<file path="src/inc/nrl_pkg.sv">
// Constants and types for the queued capability and rebuild-assist log block
`default_nettype none
package nrl_pkg;
   localparam int unsigned LBA_W = 48;
   localparam int unsigned CNT_W = 16;
   localparam int unsigned ADDR_W = 9;
   localparam int unsigned PE_LEN = 2;
   localparam int unsigned PE_BITS = PE_LEN * 8;
   localparam int unsigned ELEM_IDX_W = 4;
   localparam int unsigned ELEM_SHIFT = 10;

   localparam logic [7:0] LOG_NCQ_ND = 8'h12;
   localparam logic [7:0] LOG_REBUILD = 8'h15;
   localparam logic [15:0] GPL_VERSION = 16'h0001;

   localparam logic [4:0] SUB_ABORT = 5'h00;
   localparam logic [4:0] SUB_DEADLINE = 5'h01;
   localparam logic [4:0] SUB_SETFEAT = 5'h05;

   localparam logic [3:0] AT_ALL = 4'h0;
   localparam logic [3:0] AT_STREAM = 4'h1;
   localparam logic [3:0] AT_NONSTREAM = 4'h2;
   localparam logic [3:0] AT_SELECTED = 4'h3;

   localparam int unsigned CAP_ABORT_NCQ = 0;
   localparam int unsigned CAP_ABORT_ALL = 1;
   localparam int unsigned CAP_ABORT_STREAM = 2;
   localparam int unsigned CAP_ABORT_NONSTREAM = 3;
   localparam int unsigned CAP_ABORT_SELECTED = 4;
   localparam int unsigned CAP_DEADLINE = 0;
   localparam int unsigned CAP_WRITE_NO_CONTINUE_FLAG = 1;
   localparam int unsigned CAP_READ_NO_CONTINUE_FLAG = 2;
   localparam int unsigned CAP_SETFEAT = 1;

   localparam logic [4:0] DEV_ABORT_CAPS = 5'h1f;
   localparam logic [2:0] DEV_DL_CAPS = 3'h7;
   localparam logic DEV_SETFEAT_CAP = 1'b1;
   localparam logic [PE_BITS-1:0] DEV_PE_MASK = 16'h0fff;

   localparam logic [6:0] DW_ABORT = 7'h00;
   localparam logic [6:0] DW_DEADLINE = 7'h01;
   localparam logic [6:0] DW_SETFEAT = 7'h05;

   localparam logic [ADDR_W-1:0] RA_BYTE_EN = 9'h000;
   localparam logic [ADDR_W-1:0] RA_BYTE_LEN = 9'h007;
   localparam logic [ADDR_W-1:0] RA_MASK_BASE = 9'h008;
   localparam logic [ADDR_W-1:0] RA_MAP_BASE = 9'h00a;
   localparam logic [ADDR_W-1:0] RA_MAP_END = 9'h00c;
   localparam logic [7:0] RA_LEN_VAL = 8'h02;

   localparam logic [3:0] SENSE_ABORTED = 4'hb;
   localparam logic [15:0] ASC_MULTI_READ = 16'h1103;

   typedef enum logic [0:0] {RB_IDLE, RB_TEST} nrl_rb_state_t;
   typedef enum logic [0:0] {SC_IDLE, SC_SCAN} nrl_sc_state_t;
endpackage
`default_nettype wire

</file>
<file path="src/core/nrl_logs.sv">
// Queued non-data capability log, rebuild-assist log and error reporting
`timescale 1ns/1ps
`default_nettype none
// Overview of operation
// - Capability log page is readable whenever the queued non-data command is supported.
// - Capability log is 512 bytes; logging version word reads 0001h.
// - Dword 0 bits 0-4 report abort queue and four abort types.
// - Dword 1 bits 0-2 report deadline, write and read no-continue support.
// - Dword 5 bit 1 reports set-features subcommand support; others reserved.
// - Abort type accepted only when its capability bit is one.
// - Deadline subcommand and its flags honoured exactly as capability bits say.
// - Queued read with bypass bit set ignores rebuild assist entirely.
// - Predicted error on queued read logs sense key Bh, code 1103h.
// - Error entry holds first failing LBA and end of contiguous run.
// - Queued read without unrecovered error completes cleanly.
// - Rebuild-assist log page readable when the feature is supported.
// - Rebuild log layout: enable, length N, mask, bitmap, reserved to 511.
// - Length byte gives mask and bitmap size; host writes to it ignored.
// - Mask shows supported bitmap bits; host writes to it ignored.
// - Disabled element bit one makes its addresses report predicted errors.
// - Disabled element bit zero makes its addresses report no predicted errors.
// - Abort queue request with unsupported abort type is aborted.
// - Enable write runs self-test, fills bitmap, quiets background, enables.
// - Power cycle or enable write of zero disables rebuild assist.
module nrl_logs (
   input wire logic sys_clk_i,
   input wire logic resetn_i,
   input wire logic ncq_nd_sup_i,
   input wire logic rebuild_sup_i,
   input wire logic log_rd_req_i,
   input wire logic [7:0] log_rd_page_i,
   input wire logic [nrl_pkg::ADDR_W-1:0] log_rd_addr_i,
   output logic log_rd_valid_o,
   output logic [7:0] log_rd_data_o,
   output logic log_rd_err_o,
   output logic [15:0] gpl_version_o,
   input wire logic log_wr_req_i,
   input wire logic [nrl_pkg::ADDR_W-1:0] log_wr_addr_i,
   input wire logic [7:0] log_wr_data_i,
   input wire logic log_wr_last_i,
   output logic log_wr_busy_o,
   output logic selftest_start_o,
   input wire logic selftest_done_i,
   input wire logic [nrl_pkg::PE_BITS-1:0] selftest_fail_i,
   output logic bg_minimize_o,
   output logic rebuild_enabled_o,
   output logic [nrl_pkg::PE_BITS-1:0] disabled_elems_o,
   input wire logic nd_req_i,
   input wire logic [4:0] nd_subcmd_i,
   input wire logic [3:0] nd_abort_type_i,
   input wire logic nd_write_no_continue_flag_i,
   input wire logic nd_read_no_continue_flag_i,
   output logic nd_done_o,
   output logic nd_abort_o,
   output logic write_no_continue_flag_o,
   output logic read_no_continue_flag_o,
   input wire logic xfer_req_i,
   input wire logic xfer_write_i,
   input wire logic rebuild_bypass_bit_i,
   input wire logic [nrl_pkg::LBA_W-1:0] xfer_lba_i,
   input wire logic [nrl_pkg::CNT_W-1:0] xfer_count_i,
   output logic xfer_busy_o,
   output logic xfer_done_o,
   output logic xfer_err_o,
   output logic qerr_valid_o,
   output logic [3:0] qerr_sense_key_o,
   output logic [15:0] qerr_asc_o,
   output logic [nrl_pkg::LBA_W-1:0] qerr_lba_o,
   output logic [nrl_pkg::LBA_W-1:0] qerr_final_lba_o
);
   import nrl_pkg::*;

   nrl_rb_state_t rb_state_r;
   logic stage_en_r;
   logic [PE_BITS-1:0] stage_map_r;
   logic stage_en_nxt;
   logic [PE_BITS-1:0] stage_map_nxt;
   logic [PE_BITS-1:0] map_nxt;
   logic commit;
   logic sc_busy;
   logic sc_done;
   logic sc_err;
   logic [LBA_W-1:0] sc_first;
   logic [LBA_W-1:0] sc_last;
   logic sc_start;
   logic xfer_wr_r;
   logic [7:0] rd_byte;
   logic rd_ok;

   // capability page byte; reserved content stays zero
   function automatic logic [7:0] ncq_byte(input logic [ADDR_W-1:0] a);
      logic [31:0] dw;
      dw = '0;
      unique case (a[ADDR_W-1:2])
         DW_ABORT: dw[CAP_ABORT_SELECTED:CAP_ABORT_NCQ] = DEV_ABORT_CAPS;
         DW_DEADLINE: dw[CAP_READ_NO_CONTINUE_FLAG:CAP_DEADLINE] = DEV_DL_CAPS;
         DW_SETFEAT: dw[CAP_SETFEAT] = DEV_SETFEAT_CAP;
         default: dw = '0;
      endcase
      return dw[a[1:0]*8 +: 8];
   endfunction

   // Byte k of a big-endian multi-byte field
   function automatic logic [7:0] field_byte(input logic [PE_BITS-1:0] f, input logic [ADDR_W-1:0] k);
      return f[(PE_LEN - 1 - int'(k)) * 8 +: 8];
   endfunction

   function automatic logic [7:0] rb_byte(input logic [ADDR_W-1:0] a, input logic en,
                                          input logic [PE_BITS-1:0] map);
      logic [7:0] b;
      b = '0;
      if (a == RA_BYTE_EN) begin
         b[0] = en;
      end else if (a == RA_BYTE_LEN) begin
         b = RA_LEN_VAL;
      end else if (a >= RA_MASK_BASE && a < RA_MAP_BASE) begin
         b = field_byte(DEV_PE_MASK, a - RA_MASK_BASE);
      end else if (a >= RA_MAP_BASE && a < RA_MAP_END) begin
         b = field_byte(map, a - RA_MAP_BASE);
      end
      return b;
   endfunction

   // page availability follows the identify flags
   always_comb begin
      rd_ok = 1'b0;
      rd_byte = '0;
      if (log_rd_page_i == LOG_NCQ_ND && ncq_nd_sup_i) begin
         rd_ok = 1'b1;
         rd_byte = ncq_byte(log_rd_addr_i);
      end else if (log_rd_page_i == LOG_REBUILD && rebuild_sup_i) begin
         rd_ok = 1'b1;
         rd_byte = rb_byte(log_rd_addr_i, rebuild_enabled_o, disabled_elems_o);
      end
   end

   // unsupported page returns error and zero data
   always_ff @(posedge sys_clk_i or negedge resetn_i) begin
      if (!resetn_i) begin
         log_rd_valid_o <= 1'b0;
         log_rd_data_o <= '0;
         log_rd_err_o <= 1'b0;
      end else begin
         log_rd_valid_o <= log_rd_req_i;
         log_rd_err_o <= log_rd_req_i & ~rd_ok;
         if (log_rd_req_i) begin
            log_rd_data_o <= rd_byte;
         end
      end
   end

   always_ff @(posedge sys_clk_i or negedge resetn_i) begin
      if (!resetn_i) begin
         gpl_version_o <= '0;
      end else begin
         gpl_version_o <= GPL_VERSION;
      end
   end

   // only enable and bitmap bytes are staged; length and mask writes drop
   always_comb begin
      stage_en_nxt = stage_en_r;
      stage_map_nxt = stage_map_r;
      if (log_wr_req_i && rb_state_r == RB_IDLE && rebuild_sup_i) begin
         if (log_wr_addr_i == RA_BYTE_EN) begin
            stage_en_nxt = log_wr_data_i[0];
         end
         for (int k = 0; k < PE_LEN; k++) begin
            if (log_wr_addr_i == RA_MAP_BASE + ADDR_W'(k)) begin
               stage_map_nxt[(PE_LEN - 1 - k) * 8 +: 8] = log_wr_data_i;
            end
         end
      end
   end

   // Commit keys on the last flag, not an address; the final byte may be at any address
   always_ff @(posedge sys_clk_i or negedge resetn_i) begin
      if (!resetn_i) begin
         stage_en_r <= 1'b0;
         stage_map_r <= '0;
      end else begin
         stage_en_r <= stage_en_nxt;
         stage_map_r <= stage_map_nxt;
      end
   end

   // Writes held off entirely while self-test runs
   assign commit = log_wr_req_i & log_wr_last_i & rebuild_sup_i & (rb_state_r == RB_IDLE);
   // Host bitmap bytes survive enable, merged with self-test failures
   assign map_nxt = (stage_map_r | selftest_fail_i) & DEV_PE_MASK;

   // enable sequence; writes held off while self-test runs
   always_ff @(posedge sys_clk_i or negedge resetn_i) begin
      if (!resetn_i) begin
         rb_state_r <= RB_IDLE;
         selftest_start_o <= 1'b0;
         log_wr_busy_o <= 1'b0;
      end else begin
         selftest_start_o <= 1'b0;
         unique case (rb_state_r)
            RB_IDLE: begin
               if (commit && stage_en_nxt) begin
                  rb_state_r <= RB_TEST;
                  selftest_start_o <= 1'b1;
                  log_wr_busy_o <= 1'b1;
               end
            end
            RB_TEST: begin
               if (selftest_done_i) begin
                  rb_state_r <= RB_IDLE;
                  log_wr_busy_o <= 1'b0;
               end
            end
         endcase
      end
   end

   // bitmap from self-test; disable on zero write or reset
   always_ff @(posedge sys_clk_i or negedge resetn_i) begin
      if (!resetn_i) begin
         rebuild_enabled_o <= 1'b0;
         bg_minimize_o <= 1'b0;
         disabled_elems_o <= '0;
      end else if (rb_state_r == RB_TEST && selftest_done_i) begin
         disabled_elems_o <= map_nxt;
         bg_minimize_o <= 1'b1;
         rebuild_enabled_o <= 1'b1;
      end else if (commit && !stage_en_nxt) begin
         // Bitmap bits outside the mask cannot be set by the host
         disabled_elems_o <= stage_map_nxt & DEV_PE_MASK;
         bg_minimize_o <= 1'b0;
         rebuild_enabled_o <= 1'b0;
      end
   end

   // abort type check, deadline support, unknown subcommand aborts
   always_ff @(posedge sys_clk_i or negedge resetn_i) begin
      if (!resetn_i) begin
         nd_done_o <= 1'b0;
         nd_abort_o <= 1'b0;
      end else begin
         nd_done_o <= nd_req_i;
         nd_abort_o <= 1'b0;
         if (nd_req_i) begin
            // Abilities are package constants; a leaner part edits only those
            unique case (nd_subcmd_i)
               SUB_ABORT: begin
                  unique case (nd_abort_type_i)
                     AT_ALL: nd_abort_o <= ~DEV_ABORT_CAPS[CAP_ABORT_ALL];
                     AT_STREAM: nd_abort_o <= ~DEV_ABORT_CAPS[CAP_ABORT_STREAM];
                     AT_NONSTREAM: nd_abort_o <= ~DEV_ABORT_CAPS[CAP_ABORT_NONSTREAM];
                     AT_SELECTED: nd_abort_o <= ~DEV_ABORT_CAPS[CAP_ABORT_SELECTED];
                     default: nd_abort_o <= 1'b1;
                  endcase
                  if (!DEV_ABORT_CAPS[CAP_ABORT_NCQ]) begin
                     nd_abort_o <= 1'b1;
                  end
               end
               SUB_DEADLINE: nd_abort_o <= ~DEV_DL_CAPS[CAP_DEADLINE];
               SUB_SETFEAT: nd_abort_o <= ~DEV_SETFEAT_CAP;
               default: nd_abort_o <= 1'b1;
            endcase
         end
      end
   end

   // no-continue flags stored only when supported; power cycle clears
   always_ff @(posedge sys_clk_i or negedge resetn_i) begin
      if (!resetn_i) begin
         write_no_continue_flag_o <= 1'b0;
         read_no_continue_flag_o <= 1'b0;
      end else if (nd_req_i && nd_subcmd_i == SUB_DEADLINE && DEV_DL_CAPS[CAP_DEADLINE]) begin
         write_no_continue_flag_o <= nd_write_no_continue_flag_i & DEV_DL_CAPS[CAP_WRITE_NO_CONTINUE_FLAG];
         read_no_continue_flag_o <= nd_read_no_continue_flag_i & DEV_DL_CAPS[CAP_READ_NO_CONTINUE_FLAG];
      end
   end

   // Requests arriving while a walk is running are dropped
   assign sc_start = xfer_req_i & ~sc_busy;

   nrl_scan u_scan (
      .sys_clk_i(sys_clk_i),
      .resetn_i(resetn_i),
      .start_i(sc_start),
      // bypass bit disables checking for reads only
      .check_en_i(rebuild_enabled_o & (xfer_write_i | ~rebuild_bypass_bit_i)),
      .lba_i(xfer_lba_i),
      .count_i(xfer_count_i),
      .disabled_i(disabled_elems_o),
      .busy_o(sc_busy),
      .done_o(sc_done),
      .err_o(sc_err),
      .first_o(sc_first),
      .last_o(sc_last)
   );

   // Direction kept so writes report errors but log no entry
   always_ff @(posedge sys_clk_i or negedge resetn_i) begin
      if (!resetn_i) begin
         xfer_wr_r <= 1'b0;
         xfer_busy_o <= 1'b0;
      end else begin
         xfer_busy_o <= sc_start | (sc_busy & ~sc_done);
         if (sc_start) begin
            xfer_wr_r <= xfer_write_i;
         end
      end
   end

   // clean completion; error entry logged for reads
   always_ff @(posedge sys_clk_i or negedge resetn_i) begin
      if (!resetn_i) begin
         xfer_done_o <= 1'b0;
         xfer_err_o <= 1'b0;
         qerr_valid_o <= 1'b0;
         qerr_sense_key_o <= '0;
         qerr_asc_o <= '0;
         qerr_lba_o <= '0;
         qerr_final_lba_o <= '0;
      end else begin
         xfer_done_o <= sc_done;
         xfer_err_o <= sc_done & sc_err;
         qerr_valid_o <= sc_done & sc_err & ~xfer_wr_r;
         if (sc_done && sc_err && !xfer_wr_r) begin
            qerr_sense_key_o <= SENSE_ABORTED;
            qerr_asc_o <= ASC_MULTI_READ;
            qerr_lba_o <= sc_first;
            qerr_final_lba_o <= sc_last;
         end
      end
   end
endmodule // nrl_logs
`default_nettype wire

</file>
<file path="src/core/nrl_scan.sv">
// Sector walker that finds the first run of predicted-error sectors
`timescale 1ns/1ps
`default_nettype none
module nrl_scan (
   input wire logic sys_clk_i,
   input wire logic resetn_i,
   input wire logic start_i,
   input wire logic check_en_i,
   input wire logic [nrl_pkg::LBA_W-1:0] lba_i,
   input wire logic [nrl_pkg::CNT_W-1:0] count_i,
   input wire logic [nrl_pkg::PE_BITS-1:0] disabled_i,
   output logic busy_o,
   output logic done_o,
   output logic err_o,
   output logic [nrl_pkg::LBA_W-1:0] first_o,
   output logic [nrl_pkg::LBA_W-1:0] last_o
);
   import nrl_pkg::*;

   nrl_sc_state_t state_r;
   logic [LBA_W-1:0] cur_r;
   logic [CNT_W:0] left_r;
   logic chk_r;
   logic found_r;
   logic hit;
   logic ends;

   // Disabled element means every sector it holds is a predicted error
   assign hit = chk_r & disabled_i[cur_r[ELEM_SHIFT +: ELEM_IDX_W]];
   assign ends = (left_r == {{CNT_W{1'b0}}, 1'b1}) | (found_r & ~hit);

   always_ff @(posedge sys_clk_i or negedge resetn_i) begin
      if (!resetn_i) begin
         state_r <= SC_IDLE;
         cur_r <= '0;
         left_r <= '0;
         chk_r <= 1'b0;
      end else begin
         unique case (state_r)
            SC_IDLE: begin
               if (start_i) begin
                  state_r <= SC_SCAN;
                  cur_r <= lba_i;
                  chk_r <= check_en_i;
                  // Zero count means the full 65536 sectors
                  left_r <= (count_i == '0) ? {1'b1, {CNT_W{1'b0}}} : {1'b0, count_i};
               end
            end
            SC_SCAN: begin
               cur_r <= cur_r + 1'b1;
               left_r <= left_r - 1'b1;
               if (ends) begin
                  state_r <= SC_IDLE;
               end
            end
         endcase
      end
   end

   always_ff @(posedge sys_clk_i or negedge resetn_i) begin
      if (!resetn_i) begin
         found_r <= 1'b0;
         first_o <= '0;
         last_o <= '0;
      end else if (state_r == SC_IDLE) begin
         found_r <= 1'b0;
      end else if (hit) begin
         found_r <= 1'b1;
         last_o <= cur_r;
         if (!found_r) begin
            first_o <= cur_r;
         end
      end
   end

   always_ff @(posedge sys_clk_i or negedge resetn_i) begin
      if (!resetn_i) begin
         done_o <= 1'b0;
         err_o <= 1'b0;
      end else begin
         done_o <= (state_r == SC_SCAN) & ends;
         err_o <= (state_r == SC_SCAN) & ends & (found_r | hit);
      end
   end

   assign busy_o = (state_r == SC_SCAN);
endmodule // nrl_scan
`default_nettype wire

</file>
<file path="config.mk">
export PLATFORM = sky130hd
export DESIGN_NAME = nrl_logs
export DESIGN_NICKNAME = d
export VERILOG_FILES = /design/src/inc/nrl_pkg.sv /design/src/core/nrl_logs.sv /design/src/core/nrl_scan.sv
export SDC_FILE = /design/constraint.sdc
export NUM_CORES = 1
export LEC_CHECK = 0
export BUFFER_PORTS_ARGS = -buffer_cell sky130_fd_sc_hd__buf_2
export CAP_MARGIN = 20
export CORE_MARGIN = 4
export CORE_UTILIZATION = 52
export DETAILED_ROUTE_END_ITERATION = 6
export GPL_TIMING_DRIVEN = 0
export PLACE_DENSITY = 0.77
export SYNTH_ARGS = -nofsm -noshare
export SYNTH_HDL_FRONTEND = slang
export SYNTH_SLANG_ARGS = --single-unit
</file>
<file path="constraint.sdc">
create_clock -name sys_clk_i -period 2.9 [get_ports sys_clk_i]
set_input_delay 0.58 -clock sys_clk_i [delete_from_list [all_inputs] [get_ports sys_clk_i]]
set_output_delay 0.58 -clock sys_clk_i [all_outputs]
set_load 0.005 [all_outputs]
</file>
Yosys cells after proc, flatten, opt, wreduce, memory -nomap -nowiden
Cells that the tools add are included.
W data, S select, Z words.

operators by class
  add/subtract/negate cells = 6
  multiply operators = 0
  divide/modulo/power cells = 0
  order comparisons = 5
  equal/unequal tests = 17
  shifts and indexed selects = 3
  multiplexer cells = 47
  bitwise operators = 26
  reductions and logical operators = 29

operators with widths
  operator                    count
  $pmux W48 S2                1
  $add A48 B1 Y48 const B     1
  $mux W48                    1
  $mux W8                     6
  $mux W17                    2
  $pmux W17 S2                1
  $shiftx A16 B33 Y8          1
  $shiftx A16 B33 Y8 const A  1
  $mux W16                    2
  $shiftx A32 B6 Y8           1
  $mux W27                    1
  $mux W1                     23
  $sub A1 B9 Y10 const A      2
  $eq A9 B4 Y1 const B        2
  $ge A9 B4 Y1 const B        2
  $logic_not A9 Y1            2
  $lt A9 B4 Y1 const B        2
  $sub A9 B4 Y9 const B       2
  $eq A17 B1 Y1 const B       1
  $sub A17 B1 Y17 const B     1
  $eq A8 B5 Y1 const B        2
  $logic_not A16 Y1           1
  $and A1 B1 Y1               13
  $logic_and A1 B1 Y1         12
  other kinds (29)            50

word-level totals
  flip-flop bits (word level) = 317
  bits in latches = 0
  memory bits (writable) = 0
  bits in read-only memories = 0
  input bits = 137
  output and inout bits = 170
  logic and storage cells = 166
  memories kept = 0

Logic depth before layout (Yosys ltp)
Gate-level depths: netlist of run 1.

  depth after elaboration = 9
  depth in mapped cells = 8
  depth with buffers taken out = 7

Hierarchy
A second synthesis of run 1 with hierarchy kept.

second synthesis, totals
  cell total of the unflattened synthesis = 1377
  area total of the unflattened synthesis = 14208.6 µm²

modules (own cells, without submodules)
  module    instances  cells each  area each (µm²)  seq. area each (µm²)
  nrl_scan  1          704         7948.9           4154.0
  nrl_logs  1          673         6259.8           3653.5

Worst setup path before layout of run 1
OpenSTA, ideal clock, no wires.

  path type = input -> register
  start = in log_wr_addr_i[4] (netlist name)
  end = reg disabled_elems_o[10] (netlist name)
  library setup time = 0.079 ns
  arrival = 2.078 ns
  data required time = 2.821 ns
  slack = 0.743 ns
  stages on the path = 6
  buffers on the path = 1
  path through = nor4_2 nand3_1 mux2i_1 a31oi_1 buf_2 mux2i_1

on the way
  longest elaborated chain between the ends = 6
  elaborated cells between the ends (all ways) = 11
  classes of those cells = eq/ne: 1; mux: 6; reduce/logical: 4

ends and longest elaborated chain
  what                                 RTL line         text
  start: declaration                   nrl_logs.sv:38   input wire logic [nrl_pkg::ADDR_W-1:0] log_wr_addr_i,
  $logic_not A9 Y1                     nrl_logs.sv:165  if (log_wr_addr_i == RA_BYTE_EN) begin
  $mux W1                              nrl_logs.sv:165
  $mux W1                              nrl_logs.sv:164  if (log_wr_req_i && rb_state_r == RB_IDLE && rebuild_sup_i) begin
  $logic_not A1 Y1                     nrl_logs.sv:228  end else if (commit && !stage_en_nxt) begin
  $logic_and A1 B1 Y1                  nrl_logs.sv:228
  $reduce_bool A2 Y1 (no source line)  --
  end signal: assignment               nrl_logs.sv:225  disabled_elems_o <= map_nxt;
  end signal: assignment               nrl_logs.sv:230  disabled_elems_o <= stage_map_nxt & DEV_PE_MASK;
  end: declaration                     nrl_logs.sv:47   output logic [nrl_pkg::PE_BITS-1:0] disabled_elems_o,

Parallel ways exist; a longest one is shown, timed or not. The select of a mux whose other input is x is not followed.
A chain may end at the register's enable or synchronous reset.

Final worst setup path of run 1
  start = reg u_scan.done_o
  end = reg qerr_lba_o[17] (netlist name)

on the way
  longest elaborated chain between the ends = 2

ends and longest elaborated chain
  what                               RTL line         text
  start: declaration                 nrl_scan.sv:13   output logic done_o,
  start signal: assignment           nrl_scan.sv:81   done_o <= (state_r == SC_SCAN) & ends;
  $logic_and A1 B1 Y1 (2 in series)  nrl_logs.sv:324  if (sc_done && sc_err && !xfer_wr_r) begin
  end signal: assignment             nrl_logs.sv:327  qerr_lba_o <= sc_first;
  end: declaration                   nrl_logs.sv:68   output logic [nrl_pkg::LBA_W-1:0] qerr_lba_o,

No other way between the ends.

==> results.yml, run 1 <==
global_routing:
  grt-ovfl-total: 0
  grt_pass1_wl_mm: 63.4
  grt_max_degree: 103
  grt_pass1_vias: 11900
  grt_usage_pct: 25.7
  antenna_found_initial: 5
yosys:
  synth_flop_cell: "dfrtp_1"
  synthArstFlopShare_pct: 100
  synth-seq-cells: 312
  syn_avg_cell_area_sq_um: 10.2
  muxShareOfSynthArea_pct: 10.6
  synth_top_family_by_area: "simple AND/OR/NAND/NOR gates"
  synth_largest_area_cell: "dfrtp_1"
  syn-instance-count: 1421
  synthAdderAreaFrac_pct: 0.345
  synth-simple-area-share_pct: 18.1
  synth.most_common_cell: "nand2_1"
  synth_common_cells: "nand2_1 (358), dfrtp_1 (312), mux2_2 (91), a21oi_1 (58), clkbuf_1 (50)"
  ys_types: 64
  synth_edf_count: 0
  yosysWarningCount: 0
  synth_xor_area_share_pct: 2.53
  yosysSeqAreaShare_pct: 53.7
  synthTopCellsByArea: "dfrtp_1 (54%), nand2_1 (9.2%), mux2_2 (7.1%)"
  syn_area_sq_um: 14500
  yosysTopAreaCellShare_pct: 53.7
  synth_compound_area_share_pct: 9.18
floorplan:
  rows: 60
  start_util_pct: 53.3
  fp.dieH_microns: 175
  boundaryPins: 307
  die_area_sq_um: 30700
  die_w_microns: 175
  placeableCoreArea_sq_um: 27300
clock_network:
  cts_resized: 0
  clk_pin_slew_ns: 0.06
  cts_tree: "built"
  cts_sinks: 312
  numCtsBuffers: 34
  cts.path.max_buffers: 3
  root_buffer: "clkbuf_16"
  cts-htree-levels: 2
  worstSkewPairLatency_ns: 0.52
sta:
  setup_violations: 0
  finalHoldViolCount: 0
  skew_ns: 0.0324
  min_period_ns: 2.66
  fin_tns_setup_ns: 0
  period_share_pct: 91.9
  slew-limit-headroom_pct: 40.4
  setup_slack_ns: 0.235
  grt_setup_unrepaired: "no"
  final_max_slew_viol_count: 0
  worst_pin_slew_ns: 0.894
  fin_hold_ws_ns: 0.218
  fmax_mhz: 375
place:
  dp_hpwl_mm: 29.0
  port-buffer-count: 268
  placed_area_sq_um: 16500
  preCtsSetupSlack_ns: 0.102
  place.gp.congestion: 0.886
  dp.cells: 2095
critical_path:
  cp_cell_sequence: "and2_1 > nand2b_1 > clkbuf_1 > clkbuf_1 > buf_1 > nand2_1 > nand2_1"
  cp.required_ns: 3.33
  worst_setup_path_start_kind: "flop"
  path_class: "reg2reg"
  crit_slowest_cell: "clkbuf_1"
  max_stage_delay_ns: 0.67
  cp_max_fo: 10
  crit_arrival_ns: 3.09
  endpoint_kind: "flop"
detailed_routing:
  wl_per_cell_microns: 18.5
  wl_mm: 39.9
  drc_errors: 0
  ant_nets: 0
  viasPerCell: 5.49
  dr.pass1.iters: 5
  vias: 11900
  drt-initial-drc-count: 869
status:
  status: "complete, no violations"
pwr:
  finalPower_mw: 14.8
  power_density_nw_per_um2: 836
  vdd_ir_drop_max_mv: 0.388
  p_leak_nw: 9.11
final_layout:
  finalCoreUtilization_pct: 64.9
  syn2layout_area_growth_pct: 21.7
  stdcell_count: 2158
  multi_input_area_sq_um: 6050
  fillers: 2232
  fin_area_sq_um: 17700
  drive_gt1_share_pct: 27.3
  nNetsFinal: 1900
  seq_area_sq_um: 7810
hold_path:
  hold_path.class: "in2reg"
job:
  maxCapViolCount: 0
## timing repair
item / in CTS / in global routing
endpoints found under the hold margin: 31 / 0
setup endpoints to repair: 0 / 3
hold buffers: 1 / 0
setup buffers: 0 / 0
## critical path: cells and delay by family, from the launching register on
family                 cells  cell delay [ns]
buffers and inverters      3             1.71
and+or+nand+nor            4             0.46
DFF                        1             0.42
## cell usage in the layout, fill, tap and decap left out, drive strengths merged, types with 3 or more instances in the layout
master | Yosys | final
nand2 | 359 | 359
buf | 70 | 341
dfrtp | 312 | 312
mux2 | 111 | 111
clkbuf | 50 | 99
a21oi | 59 | 59
nor2b | 46 | 46
a211oi | 43 | 43
o21ai | 42 | 42
conb | 2 | 33
inv | 31 | 32
mux2i | 29 | 29
nand4 | 27 | 27
nor2 | 25 | 25
xnor2 | 22 | 22
xor2 | 20 | 20
nor3 | 18 | 18
a31oi | 17 | 17
nand3 | 14 | 14
nor4 | 14 | 14
or3 | 12 | 12
o31ai | 9 | 9
or4 | 8 | 8
o211a | 8 | 8
and2 | 8 | 8
o22ai | 7 | 7
and4 | 7 | 7
a21o | 6 | 6
nand2b | 5 | 5
o22a | 5 | 5
clkinv | 0 | 5
diode | 0 | 4
nor3b | 4 | 4
ha | 4 | 4
and3 | 3 | 3
## registers in the layout (all words and copies together) (netlist names), 8 cells and up
register and count:
u_scan.first_o 48, log_rd_data_o 8, u_scan.cur_r 48, qerr_lba_o 48, u_scan.last_o 48, u_scan.left_r 17, stage_map_r 12, qerr_final_lba_o 48
disabled_elems_o 12
## final timing paths
check / from / to / slack (ns) / cells past startpoint
min: nd_req_i / nd_done_o / 0.22 / 1
min in group asynchronous: resetn_i / qerr_final_lba_o[45] / 0.52 / 2
min reg2reg: u_scan.last_o[5] / qerr_final_lba_o[5] / 0.45 / 2
max in group asynchronous: resetn_i / stage_map_r[11] / 1.24 / 4
max: u_scan.done_o / qerr_lba_o[17] / 0.24 / 7
max reg2reg: u_scan.done_o / qerr_lba_o[17] / 0.24 / 7
## power by group
group / internal (mW) / switching, mW
registers: 5.72 / 1.24
logic: 1.75 / 1.72
clock network: 2.62 / 1.73
total: 10.1 / 4.69
## layer usage
layer  share of wire (%)  up-vias  GRT usage [%]
met1                  40     5749           32.5
li1                    -     5507              -
met4                 4.2        2           10.3
met3                 8.0      108           6.01
met5               0.030        -              0
met2                  47      487           42.8
## layout make-up
type	count	area share, %
clock inverter	9	0.573
inverter	31	0.658
antenna	4	0.0566
buffer	119	3.76
tap	372	2.63
timing repair buffer	272	8.17
multi-input combinational	989	34.2
clock buffer	50	5.78
sequential	312	44.2
## kinds of logic after synthesis
logic type | after synthesis
simple gates | 562
xor+xnor | 42
fa+ha+maj | 4
buf+inv | 151
compound gates | 208
mux | 140
flops | 312
other cells | 2
Note: power is estimated with default switching activity, not from simulation.
==> inputs of run 2 (changes only) <==
--- a/config.mk
+++ b/config.mk
@@ -8,10 +8,11 @@
 export BUFFER_PORTS_ARGS = -buffer_cell sky130_fd_sc_hd__buf_2
 export CAP_MARGIN = 20
 export CORE_MARGIN = 4
-export CORE_UTILIZATION = 52
+export CORE_UTILIZATION = 45
+export CTS_BUF_LIST = sky130_fd_sc_hd__clkbuf_16
 export DETAILED_ROUTE_END_ITERATION = 6
 export GPL_TIMING_DRIVEN = 0
-export PLACE_DENSITY = 0.77
+export PLACE_DENSITY = 0.68
 export SYNTH_ARGS = -nofsm -noshare
 export SYNTH_HDL_FRONTEND = slang
 export SYNTH_SLANG_ARGS = --single-unit
==> run 2 against run 1 <==
- sequential share of layout area grew 0.25 points
- clock-buffer cell count decreased by 13
- non-clock buffer count is 2 lower
- worst hold slack worse by 0.14 ns
- clock power decreased by 6.4%
- clock skew shrank 0.016 ns
- combinational power about the same
- critical path depth did not move
- sequential power fell by 0.6%
- sequential cell count is the same
- worst setup slack worse by 0.025 ns
- utilization is 9.5 points lower
- critical path type unchanged
- critical endpoint unchanged
- largest power group unchanged
- highest routed layer unchanged
==> results.yml, run 2 (synthesized netlist as in run 1, its figures left out) <==
status:
  status: "complete, no violations"
clock_network:
  cts.path.max_buffers: 3
  cts-htree-levels: 2
  cts_sinks: 312
  cts_tree: "built"
  clk_pin_slew_ns: 0.06
  root_buffer: "clkbuf_16"
  hold_buffers: 0
  numCtsBuffers: 36
  cts_resized: 0
  worstSkewPairLatency_ns: 0.51
  post_cts_buffers: 0
place:
  preCtsSetupSlack_ns: 0.153
  port-buffer-count: 268
  place.gp.congestion: 0.900
  dp_hpwl_mm: 29.1
  placed_area_sq_um: 16600
floorplan:
  placeableCoreArea_sq_um: 31700
  boundaryPins: 307
  start_util_pct: 45.8
  rows: 65
  die_w_microns: 188
  die_area_sq_um: 35200
  fp.dieH_microns: 188
pwr:
  p_leak_nw: 9.07
  vdd_ir_drop_max_mv: 0.401
  power_density_nw_per_um2: 822
  finalPower_mw: 14.5
detailed_routing:
  dr.pass1.iters: 5
  drc_errors: 0
  drt-initial-drc-count: 683
  viasPerCell: 5.31
  wl_mm: 39.6
  vias: 11600
  ant_nets: 0
  wl_per_cell_microns: 18.2
sta:
  period_share_pct: 92.8
  fmax_mhz: 372
  grt_setup_unrepaired: "no"
  setup_slack_ns: 0.210
  worst_pin_slew_ns: 0.928
  min_period_ns: 2.69
  skew_ns: 0.0160
  setup_violations: 0
  final_max_slew_viol_count: 0
  slew-limit-headroom_pct: 38.1
  finalHoldViolCount: 0
final_layout:
  fillers: 2849
  syn2layout_area_growth_pct: 21.0
  mostFrequentLayoutCells: "nand2_1 (358), dfrtp_1 (312), buf_2 (277)"
  drive_gt1_share_pct: 26.7
  nNetsFinal: 1900
  fin_area_sq_um: 17600
  final_common_cell: "nand2_1"
job:
  maxCapViolCount: 0
critical_path:
  path_class: "reg2reg"
  cp_num_buf_inv: 3
  cp_max_fo: 10
  endpoint_kind: "flop"
  max_stage_delay_ns: 0.69
  crit_family: "buffers and inverters"
  crit_arrival_ns: 3.13
  cp.required_ns: 3.34
  reg2reg_to: "qerr_lba_o[17]"
  cp_cell_sequence: "and2_1 > nand2b_1 > clkbuf_1 > clkbuf_1 > buf_1 > nand2_1 > nand2_1"
  reg2reg_slack_ns: 0.21
  worst-r2r-cell-count: 7
  worst_setup_path_start_kind: "flop"
  crit_slowest_cell: "clkbuf_1"
  reg2reg_from: "u_scan.done_o"
global_routing:
  antenna_found_initial: 3
  grt_usage_pct: 22.2
  grt_pass1_vias: 11800
  grt-ovfl-total: 0
  grt_pass1_wl_mm: 63.2
  grt_max_degree: 116
hold_path:
  hold_path.class: "in2async"
==> run 2: cell types whose count changed in the layout (fill, tap and decap cells not counted), moves of 2 or more <==
cell	change
clkbuf_1	-6
diode_2	-2
clkbuf_16	+2
clkbuf_8	-9
clkinv_1	+5
inv_1	+7
clkinv_2	-3
==> run 2: how the worst max path moves through the flow <==
stage / from / endpoint / cells after the start / slack [ns]
detailed placement: u_scan.done_o / qerr_lba_o[17] / 7 / 0.15
global route: u_scan.done_o / qerr_lba_o[19] / 7 / 0.04
global placement: resetn_i / u_scan.last_o[13] / 1 / -4.75
CTS: u_scan.done_o / qerr_lba_o[12] / 8 / 0.12
finish: u_scan.done_o / qerr_lba_o[17] / 7 / 0.21
floorplan: log_wr_addr_i[4] / disabled_elems_o[10] / 6 / 0.74
==> run 2: layout make-up <==
cell class / instances / area, sq um / area share [%]
clock inverter: 17 / 101 / 0.576
tap: 402 / 503 / 2.86
buffer: 119 / 666 / 3.79
antenna: 2 / 5.00 / 0.0285
multi-input combinational: 989 / 6050 / 34.4
inverter: 31 / 116 / 0.662
timing repair buffer: 270 / 1410 / 8.00
sequential: 312 / 7810 / 44.4
clock buffer: 37 / 926 / 5.27
==> run 2: routing by layer <==
layer  track usage (%)  part of all wire [%]  routed length, microns  up-vias
met5                 0                 0.018                       7        -
met4              8.16                   3.7                    1460        2
met3              6.29                   8.3                    3290       90
met2              36.2                    47                   18600      415
met1              28.4                    41                   16200     5584
li1                  -                     -                       -     5482
==> run 2: report_power, final <==
group	internal (mW)	switching, mW
logic	1.74	1.72
registers	5.72	1.20
clock network	2.37	1.70
==> run 2: stage by stage <==
step	hold slack (ns)	std cells	utilization, %	setup TNS [ns]
after global placement	0.428	2122	52.0	-1473.48
after floorplan	0.284	1452	-	0
final	0.0764	2179	55.4	0
after CTS	0.112	2178	55.4	0
after global routing	0.135	2179	55.4	0
after detailed placement	0.430	2124	52.2	0
==> inputs of run 3 (changes only) <==
--- a/config.mk
+++ b/config.mk
@@ -15,4 +15,5 @@
 export PLACE_DENSITY = 0.68
 export SYNTH_ARGS = -nofsm -noshare
 export SYNTH_HDL_FRONTEND = slang
+export SYNTH_HIERARCHICAL = 1
 export SYNTH_SLANG_ARGS = --single-unit
==> run 3 against run 2 <==
- clock-buffer cell count unchanged
- clock power rose by 2%
- largest cell class unchanged
- sequential cell count is the same
- via count is 0.60% lower
- clock skew shrank 0.0045 ns
- sequential share of layout area grew 0.60 points
- synthesized cell count decreased by 3.1%
- global-route usage increased by 1.2 points
- die area fell by 2.1%
- highest routed layer unchanged
- critical path depth unchanged
- first-iteration DRC count increased by 12%
==> results.yml, run 3 <==
sta:
  worst_pin_slew_ns: 0.762
  finalHoldViolCount: 0
  fin_tns_setup_ns: 0
  skew_ns: 0.0115
  fmax_mhz: 362
  period_share_pct: 95.2
  slew-limit-headroom_pct: 49.2
  final_max_slew_viol_count: 0
  setup_violations: 0
  min_period_ns: 2.76
  grt_setup_unrepaired: "no"
critical_path:
  cp_num_buf_inv: 3
  cp_cell_sequence: "and2_1 > nand2b_1 > inv_2 > clkbuf_1 > clkbuf_1 > nand2_1 > nand2_1"
  cp_max_fo: 10
  worst-r2r-cell-count: 7
  endpoint_kind: "flop"
  cp.required_ns: 3.35
  worst_setup_path_start_kind: "flop"
  path_class: "reg2reg"
  reg2reg_slack_ns: 0.14
  crit_family: "buffers and inverters"
  crit_arrival_ns: 3.21
  max_stage_delay_ns: 0.55
  cp.depth: 7
  crit_slowest_cell: "clkbuf_1"
status:
  status: "complete, no violations"
hold_path:
  hold_path.class: "in2reg"
  whs_path_depth: 1
clock_network:
  cts_sinks: 312
  root_buffer: "clkbuf_16"
  cts-htree-levels: 2
  clk_pin_slew_ns: 0.06
  cts.path.max_buffers: 3
  worstSkewPairLatency_ns: 0.51
  numCtsBuffers: 35
  cts_tree: "built"
floorplan:
  die_area_sq_um: 34500
  boundaryPins: 307
  fp.dieH_microns: 186
  start_util_pct: 46.1
  die_w_microns: 186
  rows: 64
  placeableCoreArea_sq_um: 30800
yosys:
  synth.most_common_cell: "nand2_1"
  syn_avg_cell_area_sq_um: 10.3
  synthTopCellsByArea: "dfrtp_1 (55%), nand2_1 (9.0%), mux2_2 (6.7%)"
  synth_edf_count: 0
  syn_area_sq_um: 14200
  synthArstFlopShare_pct: 100
  syn-instance-count: 1377
  synth-seq-cells: 312
  yosysTopAreaCellShare_pct: 54.9
  synth_largest_area_cell: "dfrtp_1"
  synth_flop_cell: "dfrtp_1"
  yosysWarningCount: 6
  synth_common_cells: "nand2_1 (342), dfrtp_1 (312), mux2_2 (85), clkbuf_1 (50), nor2_1 (50)"
  ys_types: 73
  yosysSeqAreaShare_pct: 54.9
pwr:
  finalPower_mw: 15.2
  power_density_nw_per_um2: 876
  vdd_ir_drop_max_mv: 0.439
  p_leak_nw: 8.84
global_routing:
  grt_pass1_vias: 11600
  grt_max_degree: 108
  grt-ovfl-total: 0
  antenna_found_initial: 3
  grt_pass1_wl_mm: 63.5
  grt_usage_pct: 23.4
final_layout:
  nNetsFinal: 1861
  final_common_cell: "nand2_1"
  finalCoreUtilization_pct: 56.3
  seq_area_sq_um: 7810
  mostFrequentLayoutCells: "nand2_1 (342), dfrtp_1 (312), buf_2 (273)"
  drive_gt1_share_pct: 27.3
  syn2layout_area_growth_pct: 22.1
  fillers: 2749
  multi_input_area_sq_um: 5740
detailed_routing:
  dr.pass1.iters: 5
  viasPerCell: 5.37
  vias: 11500
  ant_nets: 0
  drc_errors: 0
  wl_per_cell_microns: 19.1
  drt-initial-drc-count: 762
  wl_mm: 41.0
place:
  place.gp.congestion: 0.875
  dp_hpwl_mm: 29.8
  port-buffer-count: 268
job:
  maxCapViolCount: 0
## run 3: cell count changes after synthesis, moves of 15 or more
| cell | before | now |
|---|---|---|
| a21oi_1 | 58 | 37 |
| nand2_1 | 358 | 342 |
| nand3_1 | 13 | 28 |
| nand4_1 | 26 | 11 |
| nor2_1 | 25 | 50 |
| nor2b_1 | 46 | 19 |
## run 3: per-layer routing
metal | GRT usage, % | wire length (microns) | vias to the layer above
met5 | 0 | 18 | -
met4 | 7.34 | 1100 | 2
met3 | 5.71 | 3130 | 65
met2 | 37.2 | 19000 | 411
met1 | 31.9 | 17700 | 5638
li1 | - | - | 5388
## run 3: final timing paths
check	end	start
max in group asynchronous	u_scan/left_r[11]	resetn_i
hold / removal	nd_done_o	nd_req_i
min in group asynchronous	qerr_lba_o[19]	resetn_i
setup / recovery	qerr_final_lba_o[1]	u_scan/done_o
hold reg to reg	qerr_lba_o[43]	u_scan/first_o[43]
setup reg to reg	qerr_final_lba_o[1]	u_scan/done_o
## run 3: repair_timing
| item | CTS | global route |
|---|---|---|
| buffers inserted | 0 | 0 |
| endpoints found under the hold margin | 29 | 0 |
| endpoints found under the setup margin | 0 | 31 |
| resized for setup | 0 | 10 |
| hold buffers | 1 | 0 |
## run 3: report_power, final
part	switching [mW]	leakage [nW]	internal [mW]
logic	2.20	4.36	1.93
clock network	1.76	0.537	2.38
registers	1.13	3.95	5.78
total	5.10	8.84	10.1
## run 3: metrics by stage
step	hold slack [ns]	area (sq um)	cells	worst slack [ns]
after CTS	0.183	17300	2143	0.0545
final	0.205	17300	2144	0.140
after global routing	0.193	17300	2143	0.0220
after global placement	0.441	16200	2076	-4.73
after detailed placement	0.439	16300	2079	0.00302
after floorplan	0.284	14300	1412	0.735
## run 3: final cells by class
type                    count  area share (%)
inverters                  37           0.801
multi-input cells         948            33.1
repair buffers            272            8.32
diodes                      2          0.0289
clock inverters            26           0.772
well taps                 396            2.86
clock buffers              37            5.34
flip-flops and latches    312            45.0
plain buffers             114            3.80
## run 3: logic make-up (layout without fill, tap and decap cells)
| kind of cell | count (synthesis) | after routing | share of synthesized area [%] |
|---|---|---|---|
| flops | 312 | 312 | 54.9 |
| xor+xnor | 18 | 18 | 1.11 |
| buf+inv | 152 | 486 | 5.60 |
| other cells | 2 | 39 | 0.0529 |
| mux | 128 | 128 | 10.0 |
| fa+ha+maj | 4 | 4 | 0.352 |
| compound gates | 201 | 201 | 9.77 |
| simple gates | 560 | 560 | 18.1 |
